===== src/core/tcgcc_pkg.sv =====
// Function
// - Master forwards interrupt, start trigger and count clock to its slaves only.
// - A master never takes interrupt, trigger or clock from another master.
// - Split into two 8-bit halves only on channels 1 and 3, by split bit.
// - Split upper half runs as interval timer and interrupts at its start.
// - Split upper half clock comes from the operating clock select bit.
// - Upper half has own start, stop and enable status; lower uses normal ones.
// - In 16-bit operation upper start and stop writes do nothing.
// - Source select 0 picks prescaled clock, 1 picks input pin edges.
// - Prescaled clock spans system clock to system clock over 2 to the 15.
// - Edge mode samples input on operating clock, pulses on rising edge.
// - Edge mode start waits for a valid input edge before counting.
// - Noise filter needs two equal consecutive samples before a change counts.
package tcgcc_pkg;
  localparam int NUM_CHAN = 4;
  localparam int PRESC_MAX_SHIFT = 15;
  localparam logic [7:0] ADDR_START = 8'h00;
  localparam logic [7:0] ADDR_STOP = 8'h04;
  localparam logic [7:0] ADDR_STATUS = 8'h08;
  localparam logic [7:0] ADDR_PRESC = 8'h0c;
  localparam logic [7:0] ADDR_FILTER = 8'h10;
  localparam logic [7:0] ADDR_MODE0 = 8'h20;
  localparam logic [7:0] ADDR_MODE_LAST = 8'h2c;
  localparam int CH_LSB = 0;
  localparam int UP1_BIT = 4;
  localparam int UP3_BIT = 5;
  localparam int MODE_MD_BIT = 0;
  localparam int MODE_SLAVE_BIT = 10;
  localparam int MODE_MASTER_SPLIT_BIT = 11;
  localparam int MODE_CCS_BIT = 12;
  localparam int MODE_CKS_BIT = 15;
  localparam int PRESC_SEL0_LSB = 0;
  localparam int PRESC_SEL1_LSB = 4;
  localparam logic [15:0] MODE_RESET = 16'h0000;
  localparam logic [7:0] PRESC_RESET = 8'h00;
  localparam logic [3:0] FILTER_RESET = 4'h0;
  localparam logic [1:0] RESP_OKAY = 2'h0;
  localparam logic [1:0] RESP_SLVERR = 2'h2;
endpackage


===== src/core/tcgcc_input_edge.sv =====
`timescale 1ns/1ns
`default_nettype none
module tcgcc_input_edge (
  input wire logic clk,
  input wire logic rst_n,
  input wire logic mck_tick,
  input wire logic filter_en,
  input wire logic pin,
  output logic edge_pulse
);
  logic samp1_reg;
  logic samp2_reg;
  logic level_reg;
  logic level_next;

  // ----------------------------------------
  // Sampling and filter
  // ----------------------------------------
  always_comb begin
    if (!filter_en) begin
      level_next = pin;
    end else if (samp1_reg == samp2_reg) begin
      level_next = samp2_reg;
    end else begin
      level_next = level_reg;
    end
  end

  always_ff @(posedge clk or negedge rst_n) begin
    if (!rst_n) begin
      samp1_reg <= 1'b0;
      samp2_reg <= 1'b0;
      level_reg <= 1'b0;
    end else if (mck_tick) begin
      samp1_reg <= pin;
      samp2_reg <= samp1_reg;
      level_reg <= level_next;
    end
  end

  // ----------------------------------------
  // Rising edge pulse
  // ----------------------------------------
  always_ff @(posedge clk or negedge rst_n) begin
    if (!rst_n) begin
      edge_pulse <= 1'b0;
    end else begin
      edge_pulse <= mck_tick & level_next & ~level_reg;
    end
  end
endmodule // tcgcc_input_edge
`default_nettype wire


===== src/core/tcgcc_top.sv =====
// Our own choices: the address map and the AXI4-Lite register port.
`timescale 1ns/1ns
`default_nettype none
module tcgcc_top #(
  parameter int PRESC_SHIFT_MAX = tcgcc_pkg::PRESC_MAX_SHIFT
) (
  input wire logic clk,
  input wire logic resetn,
  input wire logic [7:0] s_axi_awaddr,
  input wire logic s_axi_awvalid,
  output logic s_axi_awready,
  input wire logic [31:0] s_axi_wdata,
  input wire logic [3:0] s_axi_wstrb,
  input wire logic s_axi_wvalid,
  output logic s_axi_wready,
  output logic [1:0] s_axi_bresp,
  output logic s_axi_bvalid,
  input wire logic s_axi_bready,
  input wire logic [7:0] s_axi_araddr,
  input wire logic s_axi_arvalid,
  output logic s_axi_arready,
  output logic [31:0] s_axi_rdata,
  output logic [1:0] s_axi_rresp,
  output logic s_axi_rvalid,
  input wire logic s_axi_rready,
  input wire logic [3:0] timer_input_pin,
  output logic [3:0] count_clock,
  output logic [3:0] chan_start_detect,
  output logic [3:0] chan_interrupt_request,
  output logic [3:0] group_interrupt_source,
  output logic [1:0] upper_count_clock,
  output logic chan1_upper_interrupt,
  output logic chan3_upper_interrupt
);
  localparam int NCH = tcgcc_pkg::NUM_CHAN;

  if (PRESC_SHIFT_MAX < 1 || PRESC_SHIFT_MAX > tcgcc_pkg::PRESC_MAX_SHIFT) begin : g_bad_shift
    $error("PRESC_SHIFT_MAX out of range");
  end

  // ----------------------------------------
  // Functions
  // ----------------------------------------
  // Prescaled enable: select 0 stays high, k divides by 2**k
  function automatic logic presc_tick(input logic [14:0] cnt, input logic [3:0] sel);
    logic [14:0] mask;
    mask = 15'h7fff >> (4'hf - sel);
    if (sel == 4'h0 || sel > 4'(PRESC_SHIFT_MAX)) begin
      return 1'b1;
    end
    return (cnt & mask) == mask;
  endfunction

  // Master of a slave: nearest lower master, no master skipped
  function automatic logic [2:0] master_of(input int n, input logic [3:0] is_m);
    logic [2:0] res;
    res = 3'h0;
    if (n == 1 && is_m[0]) begin
      res = 3'h4;
    end else if (n == 2 && is_m[0]) begin
      res = 3'h4;
    end else if (n == 3 && is_m[2]) begin
      res = 3'h6;
    end else if (n == 3 && is_m[0]) begin
      res = 3'h4;
    end
    return res;
  endfunction

  // ----------------------------------------
  // Reset release
  // ----------------------------------------
  logic rst_meta_reg;
  logic rst_n;

  always_ff @(posedge clk or negedge resetn) begin
    if (!resetn) begin
      rst_meta_reg <= 1'b0;
      rst_n <= 1'b0;
    end else begin
      rst_meta_reg <= 1'b1;
      rst_n <= rst_meta_reg;
    end
  end

  // ----------------------------------------
  // Registers and bus
  // ----------------------------------------
  logic [15:0] mode_reg [NCH];
  logic [7:0] presc_reg;
  logic [3:0] filter_reg;
  logic [3:0] en_reg;
  logic [1:0] up_en_reg;
  logic [7:0] aw_addr_reg;
  logic aw_held_reg;
  logic [31:0] w_data_reg;
  logic [3:0] w_strb_reg;
  logic w_held_reg;
  logic wr_fire;
  logic wr_hit;
  logic [5:0] start_wr;
  logic [5:0] stop_wr;
  logic [31:0] rd_value;
  logic rd_hit;

  assign wr_fire = aw_held_reg & w_held_reg & ~s_axi_bvalid;
  assign wr_hit = aw_addr_reg == tcgcc_pkg::ADDR_START || aw_addr_reg == tcgcc_pkg::ADDR_STOP
    || aw_addr_reg == tcgcc_pkg::ADDR_PRESC || aw_addr_reg == tcgcc_pkg::ADDR_FILTER
    || (aw_addr_reg >= tcgcc_pkg::ADDR_MODE0 && aw_addr_reg <= tcgcc_pkg::ADDR_MODE_LAST
    && aw_addr_reg[1:0] == 2'h0);
  assign start_wr = (wr_fire && aw_addr_reg == tcgcc_pkg::ADDR_START && w_strb_reg[0])
    ? w_data_reg[5:0] : 6'h00;
  assign stop_wr = (wr_fire && aw_addr_reg == tcgcc_pkg::ADDR_STOP && w_strb_reg[0])
    ? w_data_reg[5:0] : 6'h00;

  always_ff @(posedge clk or negedge rst_n) begin
    if (!rst_n) begin
      s_axi_awready <= 1'b0;
      s_axi_wready <= 1'b0;
      aw_held_reg <= 1'b0;
      w_held_reg <= 1'b0;
      aw_addr_reg <= 8'h00;
      w_data_reg <= 32'h00000000;
      w_strb_reg <= 4'h0;
      s_axi_bvalid <= 1'b0;
      s_axi_bresp <= tcgcc_pkg::RESP_OKAY;
    end else begin
      s_axi_awready <= ~aw_held_reg & ~s_axi_awready & s_axi_awvalid;
      s_axi_wready <= ~w_held_reg & ~s_axi_wready & s_axi_wvalid;
      if (s_axi_awvalid && s_axi_awready) begin
        aw_held_reg <= 1'b1;
        aw_addr_reg <= s_axi_awaddr;
      end
      if (s_axi_wvalid && s_axi_wready) begin
        w_held_reg <= 1'b1;
        w_data_reg <= s_axi_wdata;
        w_strb_reg <= s_axi_wstrb;
      end
      if (wr_fire) begin
        s_axi_bvalid <= 1'b1;
        s_axi_bresp <= wr_hit ? tcgcc_pkg::RESP_OKAY : tcgcc_pkg::RESP_SLVERR;
        aw_held_reg <= 1'b0;
        w_held_reg <= 1'b0;
      end else if (s_axi_bvalid && s_axi_bready) begin
        s_axi_bvalid <= 1'b0;
      end
    end
  end

  always_ff @(posedge clk or negedge rst_n) begin
    if (!rst_n) begin
      for (int n = 0; n < NCH; n++) begin
        mode_reg[n] <= tcgcc_pkg::MODE_RESET;
      end
      presc_reg <= tcgcc_pkg::PRESC_RESET;
      filter_reg <= tcgcc_pkg::FILTER_RESET;
    end else if (wr_fire) begin
      if (aw_addr_reg == tcgcc_pkg::ADDR_PRESC && w_strb_reg[0]) begin
        presc_reg <= w_data_reg[7:0];
      end
      if (aw_addr_reg == tcgcc_pkg::ADDR_FILTER && w_strb_reg[0]) begin
        filter_reg <= w_data_reg[3:0];
      end
      for (int n = 0; n < NCH; n++) begin
        if (aw_addr_reg == tcgcc_pkg::ADDR_MODE0 + 8'(4 * n)) begin
          if (w_strb_reg[0]) begin
            mode_reg[n][7:0] <= w_data_reg[7:0];
          end
          if (w_strb_reg[1]) begin
            mode_reg[n][15:8] <= w_data_reg[15:8];
          end
        end
      end
    end
  end

  always_comb begin
    rd_value = 32'h00000000;
    rd_hit = 1'b1;
    if (s_axi_araddr == tcgcc_pkg::ADDR_START || s_axi_araddr == tcgcc_pkg::ADDR_STOP) begin
      rd_value = 32'h00000000;
    end else if (s_axi_araddr == tcgcc_pkg::ADDR_STATUS) begin
      rd_value = {26'h0000000, up_en_reg, en_reg};
    end else if (s_axi_araddr == tcgcc_pkg::ADDR_PRESC) begin
      rd_value = {24'h000000, presc_reg};
    end else if (s_axi_araddr == tcgcc_pkg::ADDR_FILTER) begin
      rd_value = {28'h0000000, filter_reg};
    end else if (s_axi_araddr >= tcgcc_pkg::ADDR_MODE0 && s_axi_araddr <= tcgcc_pkg::ADDR_MODE_LAST
      && s_axi_araddr[1:0] == 2'h0) begin
      rd_value = {16'h0000, mode_reg[s_axi_araddr[3:2]]};
    end else begin
      rd_hit = 1'b0;
    end
  end

  always_ff @(posedge clk or negedge rst_n) begin
    if (!rst_n) begin
      s_axi_arready <= 1'b0;
      s_axi_rvalid <= 1'b0;
      s_axi_rdata <= 32'h00000000;
      s_axi_rresp <= tcgcc_pkg::RESP_OKAY;
    end else begin
      s_axi_arready <= ~s_axi_arready & ~s_axi_rvalid & s_axi_arvalid;
      if (s_axi_arvalid && s_axi_arready) begin
        s_axi_rvalid <= 1'b1;
        s_axi_rdata <= rd_value;
        s_axi_rresp <= rd_hit ? tcgcc_pkg::RESP_OKAY : tcgcc_pkg::RESP_SLVERR;
      end else if (s_axi_rvalid && s_axi_rready) begin
        s_axi_rvalid <= 1'b0;
      end
    end
  end

  // ----------------------------------------
  // Prescaler and operating clocks
  // ----------------------------------------
  logic [14:0] presc_cnt_reg;
  logic [1:0] mck_tick;

  always_ff @(posedge clk or negedge rst_n) begin
    if (!rst_n) begin
      presc_cnt_reg <= 15'h0000;
    end else begin
      presc_cnt_reg <= presc_cnt_reg + 15'h0001;
    end
  end

  assign mck_tick[0] = presc_tick(presc_cnt_reg, presc_reg[tcgcc_pkg::PRESC_SEL0_LSB +: 4]);
  assign mck_tick[1] = presc_tick(presc_cnt_reg, presc_reg[tcgcc_pkg::PRESC_SEL1_LSB +: 4]);

  // ----------------------------------------
  // Grouping decode and clock selection
  // ----------------------------------------
  logic [3:0] is_master;
  logic [3:0] is_slave;
  logic [3:0] is_split;
  logic [1:0] master_idx [NCH];
  logic [3:0] own_mck;
  logic [3:0] input_edge;
  logic [3:0] own_clk;
  logic [3:0] grp_clk;
  logic [3:0] start_eff;
  logic [3:0] stop_eff;
  logic [1:0] up_clk;

  always_comb begin
    for (int n = 0; n < NCH; n++) begin
      logic [2:0] m;
      m = master_of(n, is_master);
      is_master[n] = mode_reg[n][tcgcc_pkg::MODE_MASTER_SPLIT_BIT] && (n % 2 == 0);
      is_split[n] = mode_reg[n][tcgcc_pkg::MODE_MASTER_SPLIT_BIT] && (n % 2 == 1);
      is_slave[n] = mode_reg[n][tcgcc_pkg::MODE_SLAVE_BIT] && n != 0 && !is_master[n] && m[2];
      master_idx[n] = m[1:0];
      own_mck[n] = mck_tick[mode_reg[n][tcgcc_pkg::MODE_CKS_BIT]];
      own_clk[n] = mode_reg[n][tcgcc_pkg::MODE_CCS_BIT] ? input_edge[n] : own_mck[n];
    end
    for (int n = 0; n < NCH; n++) begin
      grp_clk[n] = is_slave[n] ? own_clk[master_idx[n]] : own_clk[n];
      start_eff[n] = start_wr[n] | (is_slave[n] & start_wr[master_idx[n]]);
      stop_eff[n] = stop_wr[n] | (is_slave[n] & stop_wr[master_idx[n]]);
    end
    up_clk[0] = mck_tick[mode_reg[1][tcgcc_pkg::MODE_CKS_BIT]];
    up_clk[1] = mck_tick[mode_reg[3][tcgcc_pkg::MODE_CKS_BIT]];
  end

  for (genvar g = 0; g < NCH; g++) begin : g_edge
    tcgcc_input_edge u_edge (
      .clk(clk),
      .rst_n(rst_n),
      .mck_tick(own_mck[g]),
      .filter_en(filter_reg[g]),
      .pin(timer_input_pin[g]),
      .edge_pulse(input_edge[g])
    );
  end

  // ----------------------------------------
  // Lower or 16-bit channel control
  // ----------------------------------------
  logic [3:0] pend_reg;
  logic [3:0] irq_now;

  assign irq_now = pend_reg & en_reg & grp_clk
    & {mode_reg[3][0], mode_reg[2][0], mode_reg[1][0], mode_reg[0][0]};

  always_ff @(posedge clk or negedge rst_n) begin
    if (!rst_n) begin
      en_reg <= 4'h0;
      pend_reg <= 4'h0;
      count_clock <= 4'h0;
      chan_start_detect <= 4'h0;
      chan_interrupt_request <= 4'h0;
      group_interrupt_source <= 4'h0;
    end else begin
      for (int n = 0; n < NCH; n++) begin
        if (stop_eff[n]) begin
          en_reg[n] <= 1'b0;
          pend_reg[n] <= 1'b0;
        end else if (start_eff[n]) begin
          en_reg[n] <= 1'b1;
          pend_reg[n] <= 1'b1;
        end else if (en_reg[n] && grp_clk[n]) begin
          pend_reg[n] <= 1'b0;
        end
        count_clock[n] <= en_reg[n] & grp_clk[n];
        chan_start_detect[n] <= pend_reg[n] & en_reg[n] & grp_clk[n];
        chan_interrupt_request[n] <= irq_now[n];
        group_interrupt_source[n] <= is_slave[n] & irq_now[master_idx[n]];
      end
    end
  end

  // ----------------------------------------
  // Upper half of channels 1 and 3
  // ----------------------------------------
  logic [1:0] up_pend_reg;
  logic [1:0] split_pair;

  assign split_pair = {is_split[3], is_split[1]};

  always_ff @(posedge clk or negedge rst_n) begin
    if (!rst_n) begin
      up_en_reg <= 2'h0;
      up_pend_reg <= 2'h0;
      upper_count_clock <= 2'h0;
      chan1_upper_interrupt <= 1'b0;
      chan3_upper_interrupt <= 1'b0;
    end else begin
      for (int k = 0; k < 2; k++) begin
        if (!split_pair[k]) begin
          up_pend_reg[k] <= 1'b0;
        end else if (stop_wr[tcgcc_pkg::UP1_BIT + k]) begin
          up_en_reg[k] <= 1'b0;
          up_pend_reg[k] <= 1'b0;
        end else if (start_wr[tcgcc_pkg::UP1_BIT + k]) begin
          up_en_reg[k] <= 1'b1;
          up_pend_reg[k] <= 1'b1;
        end else if (up_en_reg[k] && up_clk[k]) begin
          up_pend_reg[k] <= 1'b0;
        end
        upper_count_clock[k] <= split_pair[k] & up_en_reg[k] & up_clk[k];
      end
      chan1_upper_interrupt <= split_pair[0] & up_pend_reg[0] & up_en_reg[0] & up_clk[0];
      chan3_upper_interrupt <= split_pair[1] & up_pend_reg[1] & up_en_reg[1] & up_clk[1];
    end
  end
endmodule // tcgcc_top
`default_nettype wire


===== config.mk =====
export PLATFORM = sky130hd
export DESIGN_NAME = tcgcc_top
export DESIGN_NICKNAME = d
export VERILOG_FILES = /design/src/core/tcgcc_pkg.sv /design/src/core/tcgcc_input_edge.sv /design/src/core/tcgcc_top.sv
export SDC_FILE = /design/constraint.sdc
export NUM_CORES = 1
export LEC_CHECK = 0
export BUFFER_PORTS_ARGS = -buffer_cell sky130_fd_sc_hd__buf_2
export CAP_MARGIN = 20
export CORE_UTILIZATION = 56
export CTS_BUF_LIST = sky130_fd_sc_hd__clkbuf_2
export DETAILED_ROUTE_END_ITERATION = 16
export PLACE_DENSITY = 0.78
export SKIP_CTS_REPAIR_TIMING = 1
export SLEW_MARGIN = 20
export SYNTH_ARGS = -nofsm -noshare
export SYNTH_HDL_FRONTEND = slang
export SYNTH_SLANG_ARGS = --single-unit

===== constraint.sdc =====
create_clock -name clk -period 7.7 [get_ports clk]
set_input_delay 1.925 -clock clk [delete_from_list [all_inputs] [get_ports clk]]
set_output_delay 1.925 -clock clk [all_outputs]
set_load 0.01 [all_outputs]

==> out/qor.txt <==
layout cells sized above 1 = 32.4%
Hold Fails Final Rpt = 0
Synth Area in Compound Gates = 9.49%
Seq. cell area = 0.00478 sq mm
CTS tree = yes
switching part of the total power = 32.1%
Worst path top cell family by delay = flip-flops
Final period util = 42.8%
cell-internal power = 1480 uW
setup TNS = 0 ps
Core ar. = 0.0151 sq mm
critical path class = flip-flop to output pin
xor and xnor area share after synthesis = 1.32%
max-slew violation count = 0
mapped cell area = 0.00865 sq mm
post-synthesis sequential area ratio = 55.2%
synth top area cells = dfrtp_1 (55%), mux2_2 (14%), mux4_2 (4.2%)
gr usage total = 25.3%
Synth Flop Type = dfrtp_1
Power Dens Cells = 232 mW/mm^2
CTS Root Buffer Type = clkbuf_2
CTS Buf Count = 17
starting density of the core = 57.1%
Iter 0 DRT Violations = 410
Flop pwr share = 61.1%
post-synthesis mux area share = 19.0%
DRC = 0
Final Skew = 34.0 ps
Die W = 126 microns
CP Launch Type = flip-flop
Vias = 5896
largest family of logic cells by synthesized area = multiplexers
Seq cells post-synth = 191
syn_area_per_cell = 12.3 sq um
worst-path fanout max = 2
CP arrival = 1370 ps
Total Power = 2170 uW
CTS Buffer Depth = 2
area of the multi-input gates = 0.00363 sq mm
final std cells w/o fill = 989
leak pwr = 0.00459 uW
post-DP HPWL = 13500 microns
initial antenna violation count = 1
Crit. End Element = output pin
vias in the first global route = 6068
Sw Pwr = 697 uW
port bufs = 86
Worst path slowest cell = dfrtp_1
leading cell type in the layout, fill and taps excluded = dfrtp_1
simple-gate portion of the synthesized area = 11.2%
# rows = 45
Clk Latency, worst-skew pair = 760 ps
commonest cells after routing, fill and taps aside = dfrtp_1 (190), mux2_2 (106), buf_2 (86), nand2_1 (66), nor2_1 (32)
final critical-path required period = 3300 ps
outcome = finished, final reports clean
adder-cell share of the synthesized area = 0.145%
Max Freq = 0.303 GHz
RSZ-0062 raised after global routing = false
Hold WC Path Type = flip-flop to async pin
crit-path max cell delay = 470 ps
R2R setup slack = 5090 ps
setup ws final = 4400 ps
H-tree depth = 4
Final Setup Violations = 0
Synth Warn # = 0
post-synth cell types = 69
Reg clk slew, reported paths = 260 ps
Die ar. = 0.0160 sq mm
drt wl/cell = 18.9 microns
asr flop ratio synth = 100%
worst slew pin tran = 983 ps
TritonRoute pass-1 iters = 7
Chip Height = 126 microns
nets@finish = 852
Placed Cells = 957
pin count of the biggest net entering global routing = 87
part of the power in the clock network = 21.5%
placer congestion estimate = 0.839
Logic pwr share = 17.4%
CP Buf/Inv Count = 1
RR Endpoint = group_interrupt_source[3]
worst path required time = 5780 ps
CP Cell Sequence = buf_2
vias per cell = 5.96
EDFF count, synth = 0
Max VDD drop = 0.000176 V
max_cap viols = 0
I/O pin count = 124
synthesized instance count = 704
FF-to-FF path depth = 8
worst slack, placed = 3780 ps
GRT overflow = 0
Layout fillers = 1165
Yosys top cell by area = dfrtp_1
worst flop-to-flop path startpoint = presc_reg[0]
DRT Wirelength = 18600 microns
Slew Limit Headroom = 34.3%
max FFs per register = 60
post-route ant nets = 0
Layout area overhead = 8.49%
top-area cell type share of the netlist area = 55.2%
first-pass GRT wire length = 30600 microns
CTS Sinks = 191
how the worst max path moves through the flow:
stage / slack [ps] / cells after the start / from / endpoint
CTS: 4360 / 1 / s_axi_wready / s_axi_wready
global placement: 3840 / 7 / s_axi_araddr[1] / s_axi_rdata[2]
floorplan: 1980 / 0 / rst_n / aw_addr_reg[0]
global route: 4270 / 1 / s_axi_wready / s_axi_wready
finish: 4400 / 1 / s_axi_rdata[1] / s_axi_rdata[1]
detailed placement: 3780 / 7 / s_axi_araddr[1] / s_axi_rdata[2]
metrics by stage:
stage,hold slack (ps),instance area (sq um),util [%]
after floorplan,331,8720,-
after global placement,340,9170,60.5
after detailed placement,351,9170,60.5
after CTS,387,9380,61.9
after global routing,414,9390,62.0
final,351,9390,62.0
logic make-up after synthesis:
kind of cell,Yosys count
compound gates,114
mux,131
simple gates,192
buf+inv,60
xor+xnor,13
other cells,2
fa+ha+maj,1
flops,191
power groups by stage:
stage,Sequential [uW],Clock (uW),Combinational [uW]
after CTS,1330,477,380
after global placement,1330,0,357
after detailed placement,1340,0,378
after floorplan,1270,0,309
final,1330,468,378
after global routing,1350,516,415
layer usage:
layer  GRT usage, %  up-vias  wire, microns
met5              0        -              0
met4           12.1        0            591
met3           5.06       44            944
met2           41.9      200           9350
met1           32.2     2977           7760
li1               -     2675              -
synth_stat cells (2+ instances only):
cell      number
a211oi_1       4
a21boi_0       3
a21o_1         9
a21oi_1       19
a221o_1        2
a221oi_2       2
a222oi_1       4
a22o_1         4
a31oi_1        6
a32o_1         2
and2_1        10
and3_1        11
and3b_1        3
and4_1         2
buf_2          4
buf_4         19
clkbuf_1      16
conb_1         2
dfrtp_1      191
inv_1         17
inv_2          2
mux2_2       106
mux2i_1        9
mux4_2        16
nand2_1       66
nand2b_1       5
nand3_1       23
nand3b_1       2
nand4_1        5
nor2_1        32
nor2b_1        9
nor3_1         7
nor3b_1        5
nor4_1         3
o211ai_1       8
o211ai_2       2
o21a_1         7
o21ai_0       21
o21ai_1        3
o21ai_2        2
or2_2          2
xnor2_1       11
xor2_1         2
area by class of cell:
class	count	share of cell area, %
well taps	188	2.51
inverters	19	0.760
flip-flops and latches	191	51.0
clock inverters	13	1.32
multi-input cells	471	38.7
diodes	1	0.0267
clock buffers	18	0.960
repair buffers	88	4.78
(Power assumes the default switching activity.)
